<file path="config.mk">
export PLATFORM = sky130hd
export DESIGN_NAME = vertical_table_counter_control
export DESIGN_NICKNAME = d
export VERILOG_FILES = /design/src/core/vtc_pkg.sv /design/src/core/pin_edge_sync.sv /design/src/core/vertical_table_counter_control.sv
export SDC_FILE = /design/constraint.sdc
export NUM_CORES = 1
export LEC_CHECK = 0
export BUFFER_PORTS_ARGS = -buffer_cell sky130_fd_sc_hd__buf_2
export CAP_MARGIN = 20
export CORE_AREA = 2 2 79 81
export CTS_BUF_LIST = sky130_fd_sc_hd__clkbuf_8
export CTS_CLUSTER_SIZE = 8
export DETAILED_ROUTE_END_ITERATION = 16
export DIE_AREA = 0 0 81 83
export PLACE_DENSITY = 0.86
export REMOVE_ABC_BUFFERS = 1
export SLEW_MARGIN = 5
export SYNTH_ARGS = -nofsm -noshare
export SYNTH_HDL_FRONTEND = slang
export SYNTH_SLANG_ARGS = --single-unit
</file>
<file path="constraint.sdc">
create_clock -name core_clk -period 4.61 [get_ports core_clk]
set_input_delay 0.6915 -clock core_clk [delete_from_list [all_inputs] [get_ports core_clk]]
set_output_delay 0.6915 -clock core_clk [all_outputs]
set_load 0.02 [all_outputs]
</file>
<file path="src/core/vtc_pkg.sv">
// Purpose: Shared constants and carriers for the vertical table counter control.
// Assumes: One clock domain; registers reached over a plain strobe port.
// Notes:   Field positions follow the acquisition control word layout.
package vtc_pkg;

  // ****************************************
  // Register map
  // ****************************************
  localparam int ADDR_W = 4;
  localparam logic [ADDR_W-1:0] CTRL_OFFSET = 4'h0;
  localparam logic [ADDR_W-1:0] CMD_OFFSET = 4'h4;
  localparam logic [ADDR_W-1:0] STATUS_OFFSET = 4'h8;
  localparam logic [15:0] CTRL_RESET = 16'h0000;

  // Command register bit positions (write-only pulses)
  localparam int CMD_SWRESET_BIT = 0;
  localparam int CMD_ABORT_BIT = 1;
  localparam int CMD_CNTCLR_BIT = 2;

  // Status register bit positions
  localparam int STAT_PARKED_BIT = 16;
  localparam int STAT_HOLD_BIT = 17;
  localparam int STAT_TRIG_BIT = 18;
  localparam int STAT_FEN_BIT = 19;

  // Control word field positions (low bit of each field)
  localparam int RELEASE_LSB = 0;
  localparam int CLEAR_LSB = 3;
  localparam int LOAD_LSB = 6;
  localparam int STICK_LSB = 9;
  localparam int ABORT_LSB = 12;
  localparam int SKIPWAIT_BIT = 15;

  // ****************************************
  // Mode codes and counter values
  // ****************************************
  localparam logic [2:0] REL_NONE = 3'h0;
  localparam logic [2:0] REL_EDGE = 3'h1;
  localparam logic [2:0] REL_LEVEL = 3'h2;
  localparam logic [2:0] CLR_VAW = 3'h0;
  localparam logic [2:0] CLR_TRIG_VAW = 3'h1;
  localparam logic [2:0] CLR_TABLE = 3'h2;
  localparam logic [2:0] CLR_FEN = 3'h3;
  localparam logic [2:0] CLR_TRIG = 3'h4;
  localparam logic [2:0] LD_NONE = 3'h0;
  localparam logic [2:0] LD_FEN_QUAL = 3'h1;
  localparam logic [2:0] LD_FEN = 3'h2;
  localparam logic [2:0] LD_TRIG = 3'h3;
  localparam logic [2:0] STICK_ON = 3'h1;
  localparam logic [2:0] ABORT_TRIG = 3'h1;
  localparam logic [15:0] LOAD_VALUE = 16'h8000;
  localparam logic [15:0] STICK_ADDR = 16'h7ff0;

  // ****************************************
  // Carriers
  // ****************************************
  // Packed in control word order, bit 15 first
  typedef struct packed {
    logic skipWindowWait;
    logic [2:0] abortSourceSelect;
    logic [2:0] highStickMode;
    logic [2:0] counterPreloadMode;
    logic [2:0] counterClearMode;
    logic [2:0] zeroReleaseMode;
  } ctrl_s;

  typedef struct packed {
    logic [ADDR_W-1:0] addr;
    logic [31:0] wrData;
    logic wr;
    logic rd;
  } reg_req_s;

  typedef struct packed {
    logic level;
    logic rise;
    logic fall;
  } edge_s;

  typedef struct packed {
    logic s1;
    logic s2;
    logic s3;
    edge_s out;
  } sync_state_s;

endpackage

</file>
<file path="src/core/pin_edge_sync.sv">
// Purpose: Three-stage synchroniser with edge pulses for one pin.
// Assumes: The pin is asynchronous to core_clk.
// Notes:   A change counts once stages two and three agree.
`timescale 1ns/1ps
`default_nettype none
module pin_edge_sync
  import vtc_pkg::*;
(
  // Clock and reset
  input wire logic core_clk,
  input wire logic rst_n,
  // Pin and result
  input wire logic pinIn,
  output vtc_pkg::edge_s edgeOut
);

  sync_state_s stateQ;
  sync_state_s stateD;

  // Next state: stage one is read only by stage two
  always_comb
  begin
    stateD = stateQ;
    stateD.s1 = pinIn;
    stateD.s2 = stateQ.s1;
    stateD.s3 = stateQ.s2;
    stateD.out.rise = 1'b0;
    stateD.out.fall = 1'b0;
    // Accept a new level only when the later stages agree
    if (stateQ.s2 == stateQ.s3 && stateQ.s3 != stateQ.out.level)
    begin
      stateD.out.level = stateQ.s3;
      stateD.out.rise = stateQ.s3;
      stateD.out.fall = ~stateQ.s3;
    end
  end

  // State register
  always_ff @(posedge core_clk or negedge rst_n)
  begin
    if (!rst_n)
      stateQ <= '0;
    else
      stateQ <= stateD;
  end

  assign edgeOut = stateQ.out;

endmodule // pin_edge_sync
`default_nettype wire

</file>
<file path="src/core/vertical_table_counter_control.sv">
// Purpose: Vertical control table counter with its clear, preload and stick control.
// Assumes: Table columns, step and window inputs come from core_clk logic.
// Notes:   Trigger and frame enable are pins and pass a synchroniser.
//
// Behaviour
// - Release mode 000b never holds the counter at zero; 011b is reserved.
// - Release mode 001b holds zero until the trigger's leading edge.
// - Release mode 010b holds zero only while trigger low; rising edge releases.
// - Software reset, abort, counter clear bit or table clear column clear counter.
// - Clear mode 000b clears at window end or table clear column.
// - Clear mode 001b clears on trigger fall, window end or table clear column.
// - Clear mode 010b clears only on the table clear column.
// - Clear mode 011b clears on frame enable rise or table clear column.
// - Clear mode 100b clears on trigger fall or column, not window end.
// - Preload writes 8000h; preload mode 000b never loads.
// - Preload mode 001b loads on frame enable rise when qualifier set.
// - Preload mode 010b loads on every frame enable rise.
// - Preload mode 011b loads on every trigger rise.
// - High stick mode 1 parks at 7FF0h until load or clear.
// - Abort source 1 adds trigger fall to the host abort command.
// - Skip bit 0 makes head tag step wait for active window.
// - Control word fields sit at bits 2..0, 5..3, 8..6, 11..9, 14..12, 15.
`timescale 1ns/1ps
`default_nettype none
module vertical_table_counter_control
(
  // Clock and reset
  input wire logic core_clk,
  input wire logic rst_n,
  // Register port
  input wire logic [vtc_pkg::ADDR_W-1:0] regAddr,
  input wire logic [31:0] regWrData,
  input wire logic regWr,
  input wire logic regRd,
  output logic [31:0] regRdData,
  // External pins
  input wire logic triggerIn,
  input wire logic frameEnableInput,
  // Table and window inputs
  input wire logic counterStep,
  input wire logic tableClearColumn,
  input wire logic tableLoadQualifier,
  input wire logic verticalActiveWindow,
  input wire logic headTagReq,
  // Results
  output logic [15:0] verticalTableCounter,
  output logic abortAcq,
  output logic headTagGo
);
  import vtc_pkg::*;

  // ****************************************
  // State carrier
  // ****************************************
  typedef struct packed {
    ctrl_s ctrl;
    logic [15:0] cnt;
    logic armed;
    logic vawDly;
    logic swReset;
    logic cntClear;
    logic abortOut;
    logic [31:0] rdData;
  } vtc_state_s;

  vtc_state_s stateQ;
  vtc_state_s stateD;
  edge_s trig;
  edge_s fen;
  logic vawEnd;
  logic clearEv;
  logic loadEv;
  logic parked;
  logic holding;
  logic hostAbort;

  // ****************************************
  // Pin synchronisers
  // ****************************************
  // synchronous edge detect
  pin_edge_sync trigSync
  (
    .core_clk(core_clk),
    .rst_n(rst_n),
    .pinIn(triggerIn),
    .edgeOut(trig)
  );

  pin_edge_sync fenSync
  (
    .core_clk(core_clk),
    .rst_n(rst_n),
    .pinIn(frameEnableInput),
    .edgeOut(fen)
  );

  // ****************************************
  // Decoding helpers
  // ****************************************
  // Mode-dependent clear sources; unused codes clear only by the column
  function automatic logic modeClear(input logic [2:0] mode, input logic vEnd,
                                     input edge_s t, input edge_s f);
    logic r;
    r = 1'b0;
    unique case (mode)
      CLR_VAW: r = vEnd;
      CLR_TRIG_VAW: r = t.fall | vEnd;
      CLR_TABLE: r = 1'b0;
      CLR_FEN: r = f.rise;
      CLR_TRIG: r = t.fall;
      default: r = 1'b0;
    endcase
    return r;
  endfunction

  // Preload sources
  function automatic logic modeLoad(input logic [2:0] mode, input logic qual,
                                    input edge_s t, input edge_s f);
    logic r;
    r = 1'b0;
    unique case (mode)
      LD_NONE: r = 1'b0;
      LD_FEN_QUAL: r = f.rise & qual;
      LD_FEN: r = f.rise;
      LD_TRIG: r = t.rise;
      default: r = 1'b0;
    endcase
    return r;
  endfunction

  // ****************************************
  // Event decoding
  // ****************************************
  // Window end is the falling edge of the active window
  assign vawEnd = stateQ.vawDly & ~verticalActiveWindow;
  assign hostAbort = regWr && regAddr == CMD_OFFSET && regWrData[CMD_ABORT_BIT];
  assign clearEv = stateQ.swReset | stateQ.abortOut | stateQ.cntClear | tableClearColumn
                   | modeClear(stateQ.ctrl.counterClearMode, vawEnd, trig, fen);
  assign loadEv = modeLoad(stateQ.ctrl.counterPreloadMode, tableLoadQualifier, trig, fen);
  assign parked = stateQ.ctrl.highStickMode == STICK_ON && stateQ.cnt == STICK_ADDR;

  // Zero hold; reserved release codes behave as no hold
  always_comb
  begin
    holding = 1'b0;
    if (stateQ.cnt == 16'h0000 && stateQ.armed && !trig.rise)
    begin
      if (stateQ.ctrl.zeroReleaseMode == REL_EDGE)
        holding = 1'b1;
      // level mode holds only while trigger low
      else if (stateQ.ctrl.zeroReleaseMode == REL_LEVEL)
        holding = ~trig.level;
      // mode 000b and reserved codes never hold
      else
        holding = 1'b0;
    end
  end

  // ****************************************
  // Next state
  // ****************************************
  always_comb
  begin
    stateD = stateQ;
    stateD.swReset = 1'b0;
    stateD.cntClear = 1'b0;
    stateD.rdData = '0;
    stateD.vawDly = verticalActiveWindow;
    // host abort always; trigger fall only when selected
    stateD.abortOut = hostAbort
                      | (stateQ.ctrl.abortSourceSelect == ABORT_TRIG && trig.fall);

    // Register writes; upper control bits belong to other blocks
    if (regWr)
    begin
      if (regAddr == CTRL_OFFSET)
        stateD.ctrl = ctrl_s'(regWrData[15:0]);
      else if (regAddr == CMD_OFFSET)
      begin
        stateD.swReset = regWrData[CMD_SWRESET_BIT];
        stateD.cntClear = regWrData[CMD_CNTCLR_BIT];
      end
    end

    // Register reads; unmapped addresses return zero
    if (regRd)
    begin
      if (regAddr == CTRL_OFFSET)
        stateD.rdData = {16'h0000, 16'(stateQ.ctrl)};
      else if (regAddr == STATUS_OFFSET)
      begin
        stateD.rdData[15:0] = stateQ.cnt;
        stateD.rdData[STAT_PARKED_BIT] = parked;
        stateD.rdData[STAT_HOLD_BIT] = holding;
        stateD.rdData[STAT_TRIG_BIT] = trig.level;
        stateD.rdData[STAT_FEN_BIT] = fen.level;
      end
    end

    // Counter priority: clear, load, park, hold, step
    // clear beats preload
    if (clearEv)
      stateD.cnt = 16'h0000;
    else if (loadEv)
      stateD.cnt = LOAD_VALUE;
    else if (parked || holding)
      stateD.cnt = stateQ.cnt;
    else if (counterStep)
      stateD.cnt = 16'(stateQ.cnt + 16'h0001);

    // Zero hold is armed by a clear and spent by a trigger rise
    if (clearEv)
      stateD.armed = 1'b1;
    else if (trig.rise)
      stateD.armed = 1'b0;
  end

  // State register; the hold starts armed so the first frame waits
  always_ff @(posedge core_clk or negedge rst_n)
  begin
    if (!rst_n)
    begin
      stateQ <= '0;
      stateQ.ctrl <= ctrl_s'(CTRL_RESET);
      stateQ.armed <= 1'b1;
    end
    else
      stateQ <= stateD;
  end

  // ****************************************
  // Outputs
  // ****************************************
  assign regRdData = stateQ.rdData;
  assign verticalTableCounter = stateQ.cnt;
  assign abortAcq = stateQ.abortOut;
  // head tag waits for the window
  assign headTagGo = headTagReq & (stateQ.ctrl.skipWindowWait | verticalActiveWindow);
endmodule // vertical_table_counter_control
`default_nettype wire

</file>
Word level (Yosys, flattened, before mapping):

Cells that the tools add are included.

* add/subtract/negate cells: 1
* equality and inequality tests: 18
* muxes and demuxes: 19
* bitwise logic cells: 14
* reductions and logical operators: 17

Operators with widths (count)
* 16-bit two-way mux: 4
* 20-bit two-way mux: 3
* 16-bit by 1-bit adder with 16-bit output (second input constant): 1
* 16-bit by 15-bit == test with 1-bit output (second input constant): 1
* 16-bit logical NOT: 1
* 3-bit by 1-bit == test with 1-bit output (second input constant): 5
* 3-bit by 2-bit == test with 1-bit output (second input constant): 4
* 2-bit two-way mux: 5
* 1-bit logical AND: 8
* 1-bit OR: 7
* 1-bit two-way mux: 5
* 4-bit by 3-bit == test with 1-bit output (second input constant): 1
* 4-bit == test (second input constant): 1
* 4-bit logical NOT: 1
* 1-bit NOT: 4
* 1-bit case mux with 4 select lines: 1
* 2-bit AND reduction: 2
* 1-bit bitwise AND: 3
* 3-bit == test (second input constant): 1
* 3-bit logical NOT: 1
* 3-bit inequality test (second input constant): 1
* 1-bit case mux with 3 select lines: 1
* 3-bit nonzero test: 1
* 1-bit == test: 2
* 4 further kinds: 5

* flip-flop bits (word level): 80
* input bits: 47
* output and inout bits: 50
* word-level logic and storage cells: 93

Logic depth before layout (Yosys ltp):

* depth after elaboration: 8
* depth in mapped cells: 7
* mapped depth without buffers: 7

Cells and area by module:

Synthesis repeated with hierarchy kept, for this count alone.

* cells, all modules: 302
* area, all modules: 3338.2 um^2

Modules (own cells, without submodules)
* vertical_table_counter_control: times used 1, cells each 278, area an instance 2935.3 um^2, seq. area each 1427.6 um^2
* pin_edge_sync: times used 2, cells each 12, area an instance 201.4 um^2, seq. area each 150.1 um^2

Worst setup path after synthesis:

No wires, ideal clock.

* path type: input port to flip-flop
* start point: in regAddr[1] (netlist bit)
* end point: reg stateQ[53] (netlist bit)
* library setup time: 125 ps
* arrival: 1911 ps
* required time: 4485 ps
* setup slack: 2574 ps
* stages on the path: 5
* buffers on the path: 2
* cell sequence: nor3_1 > and2_1 > clkbuf_1 > buf_2 > mux2_2

* longest elaborated chain between the ends: 2

Ends and longest elaborated chain
* from (decl): line vertical_table_counter_control.sv:31 `input wire logic [vtc_pkg::ADDR_W-1:0] regAddr,`
* 4-bit logical NOT: line vertical_table_counter_control.sv:176 `if (regAddr == CTRL_OFFSET)`
* 2-bit AND reduction (no line)
* to (signal assigned): line vertical_table_counter_control.sv:228 `stateQ <= stateD;`
* to (decl): line vertical_table_counter_control.sv:66 `vtc_state_s stateQ;`

No other way between the ends.
A chain may end at the register's enable or synchronous reset.

Worst setup path in the final report:

* start point: in regAddr[3] (netlist bit)
* end point: reg stateQ[59] (netlist bit)

The elaborated chain is that of the path after synthesis.

==> results.yml <==
critical_path:
  worst_setup_path_start_kind: "input pin"
  critPathKind: "in -> reg"
  crit_chain: "buf_2, nor2b_1, and2_1, mux2_1"
  cp.buffers_inverters: 1
  element_type_at_the_critical_path_end: "flip-flop"
  arrival_ps: 2310
  slowest_stage: "sky130_fd_sc_hd__and2_1"
  r2r_cells: 7
  worstPathRequired_ps: 4820
  regToRegEndpoint: "verticalTableCounter[0]$_DFFE_PN0P_"
  r2r_slack_ps: 2600
  delay_heaviest_family_cp: "simple AND/OR/NAND/NOR gates"
  crit_cells: 4
  r2r_start: "verticalTableCounter[0]$_DFFE_PN0P_"
  worst-path-max-fanout: 20
  worstSetupStartpoint: "regAddr[3]"
  slowest_stage_delay_cp_ps: 690
synthesis:
  synthDominantAreaCellType: "sky130_fd_sc_hd__dfrtp_1"
  mapped_cell_area_sq_um: 3320
  synth.ff_latch_count: 68
  synth.distinct_cells: 50
  synth_cells: 301
  synth.yosys.warnings: 0
  async_reset_ff_frac: 1.00
  postSynthAreaPerCell_sq_um: 11.0
  synth_enable_flop_cells: 0
  yosys_most_used_dff: "sky130_fd_sc_hd__dfrtp_1"
  yosysSeqAreaShare: 0.512
  synth_top_cells_by_area: "sky130_fd_sc_hd__dfrtp_1, sky130_fd_sc_hd__buf_4, sky130_fd_sc_hd__mux2i_1"
  synth_top_area_share: 0.504
floorplanning:
  die_area_sq_um: 6720
  initial_utilization: 0.572
  die_w_um: 81
  row_count: 28
  boundaryPins: 97
  chip_height_um: 83
  fp.coreArea_sq_um: 5820
final_layout:
  diode_count: 0
  layout.cells.most_common: "sky130_fd_sc_hd__buf_2"
  final_layout_size_suffix_gt1_frac: 0.294
  layout.nets: 384
  final_core_utilization: 0.621
  layout.cells.most_common_list: "sky130_fd_sc_hd__buf_2, sky130_fd_sc_hd__dfrtp_1, sky130_fd_sc_hd__nor2_1"
  flow.area_growth_from_synthesis_pct: 8.66
drt:
  number_of_remaining_drc_errors: 0
  totalWireLength_um: 6450
  antenna_violating_nets_post_route: 0
  detailed_routing_iterations_pass_1: 4
  num_vias: 2180
  avgRoutedWirePerCell_um: 15.5
  vias_per_cell: 5.25
  detail_route.iter0.violations: 130
sta:
  report.final.slew_viol_count: 0
  worst_slew_margin_rel: 0.439
  finalWorstPathRequiredPeriod_ps: 2090
  max_clock_freq_mhz: 478
  finalClockSkew_ps: 6.79
  setup_tns_ps: 0
  finalSetupViolCount: 0
  worst_slew_pin_slew_ps: 842
  timing.final.crit_share: 0.454
  final_hold_viol_count: 0
  rsz0062_at_grt: "false"
  fin_ws_ps: 2520
place:
  pre_cts_slack_ps: 2150
  portbufs: 68
  detailedPlacementHpwl_um: 4590
  gp_congestion: 0.831
power_and_ir_drop:
  power.net_switching_uw: 383
  cellLeakagePower_uw: 0.00181
  power.combinational.fraction: 0.141
  cell_internal_pwr_uw: 1010
  power_per_cell_area_nw_per_um2: 387
  max-vdd-ir-drop_uv: 249
  power.clock.fraction: 0.362
  relative_contribution_of_sequential_cells_to_total_power: 0.496
  switching_share: 0.274
global_routing:
  first_global_vias: 2073
  pin_count_of_the_biggest_net_entering_global_routing: 69
  global_route.overflow_total: 0
  gr-usage-all-layers: 0.204
  antenna_found_initial: 0
  grt_pass1_wl_um: 10200
clock_tree:
  cts.clk_slew.worst_paths_ps: 70
  tritoncts_num_sinks: 68
  clkLatencyLatePin_ps: 340
  clock_tree_from_tritoncts: "built"
  cts_repair_resize_count: 0
  cts_inserted_buffers: 9
  cts-root-to-sink-buffers: 2
  cts-htree-levels: 3
  cts.root.buffer_cell: "sky130_fd_sc_hd__clkbuf_8"
  cts_hold_buf: 0
  postCtsSetupRepairBufs: 0
hold_path:
  holdPathStages: 0
  hold_start: "fenSync.stateD[4]$_DFF_PN0_"
  worst_hold_path.endpoint: "fenSync.stateD[3]$_DFF_PN0_"
  timing.hold.worst.class: "reg -> reg"
status:
  outcome: "completed"
flow_run:
  drv_cap: 0
==> per-layer routing <==
| metal | up-vias | global-route usage | routed length (um) |
|---|---|---|---|
| li1 | 1039 | - | - |
| met1 | 1061 | 0.282 | 2920 |
| met2 | 74 | 0.304 | 3120 |
| met3 | 6 | 0.0435 | 340 |
| met4 | 0 | 0.0955 | 74 |
| met5 | - | 0 | 0 |
==> metrics by stage <==
stage / instance area (sq um) / hold WS, ps / instances / power [uW]
floorplan: 2960 / 331 / 255 / 825
global placement: 3400 / 334 / 399 / 891
detailed placement: 3400 / 336 / 399 / 904
CTS: 3610 / 353 / 415 / 1410
global route: 3610 / 359 / 415 / 1460
finish: 3610 / 352 / 415 / 1400
==> cells in the mapped netlist, drive strengths merged (6+ instances only) <==
| cell type | count |
|---|---|
| dfrtp | 67 |
| buf | 53 |
| nor2 | 38 |
| mux2 | 17 |
| mux2i | 17 |
| nand2 | 15 |
| nand4 | 9 |
| xor2 | 9 |
| inv | 7 |
| nand2b | 6 |
| nand3 | 6 |
| nor4 | 6 |
==> layout make-up <==
| type | instances | area, sq um |
|---|---|---|
| flip-flops and latches | 68 | 1700 |
| multi-input cells | 180 | 1230 |
| inverters | 7 | 26.3 |
| clock buffers | 11 | 151 |
| well taps | 75 | 93.8 |
| fillers | 504 | 2200 |
| clock inverters | 5 | 58.8 |
| repair buffers | 69 | 348 |
==> worst max-delay path by stage <==
stage	to	slack [ps]
detailed placement	stateQ[59]$_DFFE_PN0P_	2150
finish	stateQ[59]$_DFFE_PN0P_	2520
CTS	stateQ[59]$_DFFE_PN0P_	2520
global route	stateQ[59]$_DFFE_PN0P_	2420
floorplan	verticalTableCounter[2]$_DFFE_PN0P_	2680
global placement	stateQ[63]$_DFFE_PN0P_	2230
==> state kept, by name, summed over array words and instances, names as in the netlist <==
signal	flops
trigSync.stateQ	1
verticalTableCounter	16
abortAcq	1
fenSync.edgeOut	2
fenSync.stateD	2
trigSync.edgeOut	3
stateQ	20
trigSync.stateD	2
fenSync.stateQ	1
regRdData	20
==> logic make-up after synthesis <==
family                   share of synthesized area
AO/OA/AOI/OAI                               0.0422
XOR/XNOR                                    0.0316
adder cells (fa/ha/maj)                     0.0135
buffers and inverters                        0.130
flip-flops                                   0.512
multiplexers                                 0.109
other                                      0.00113
AND/OR/NAND/NOR                              0.161
==> power by group through the flow <==
| stage | clock network [uW] | logic (uW) | registers [uW] |
|---|---|---|---|
| after floorplan | 0 | 130 | 695 |
| after global placement | 0 | 191 | 700 |
| after detailed placement | 0 | 200 | 704 |
| after CTS | 517 | 200 | 692 |
| after global routing | 542 | 218 | 699 |
| final | 506 | 197 | 693 |
Note: power is estimated with default switching activity, not from simulation.
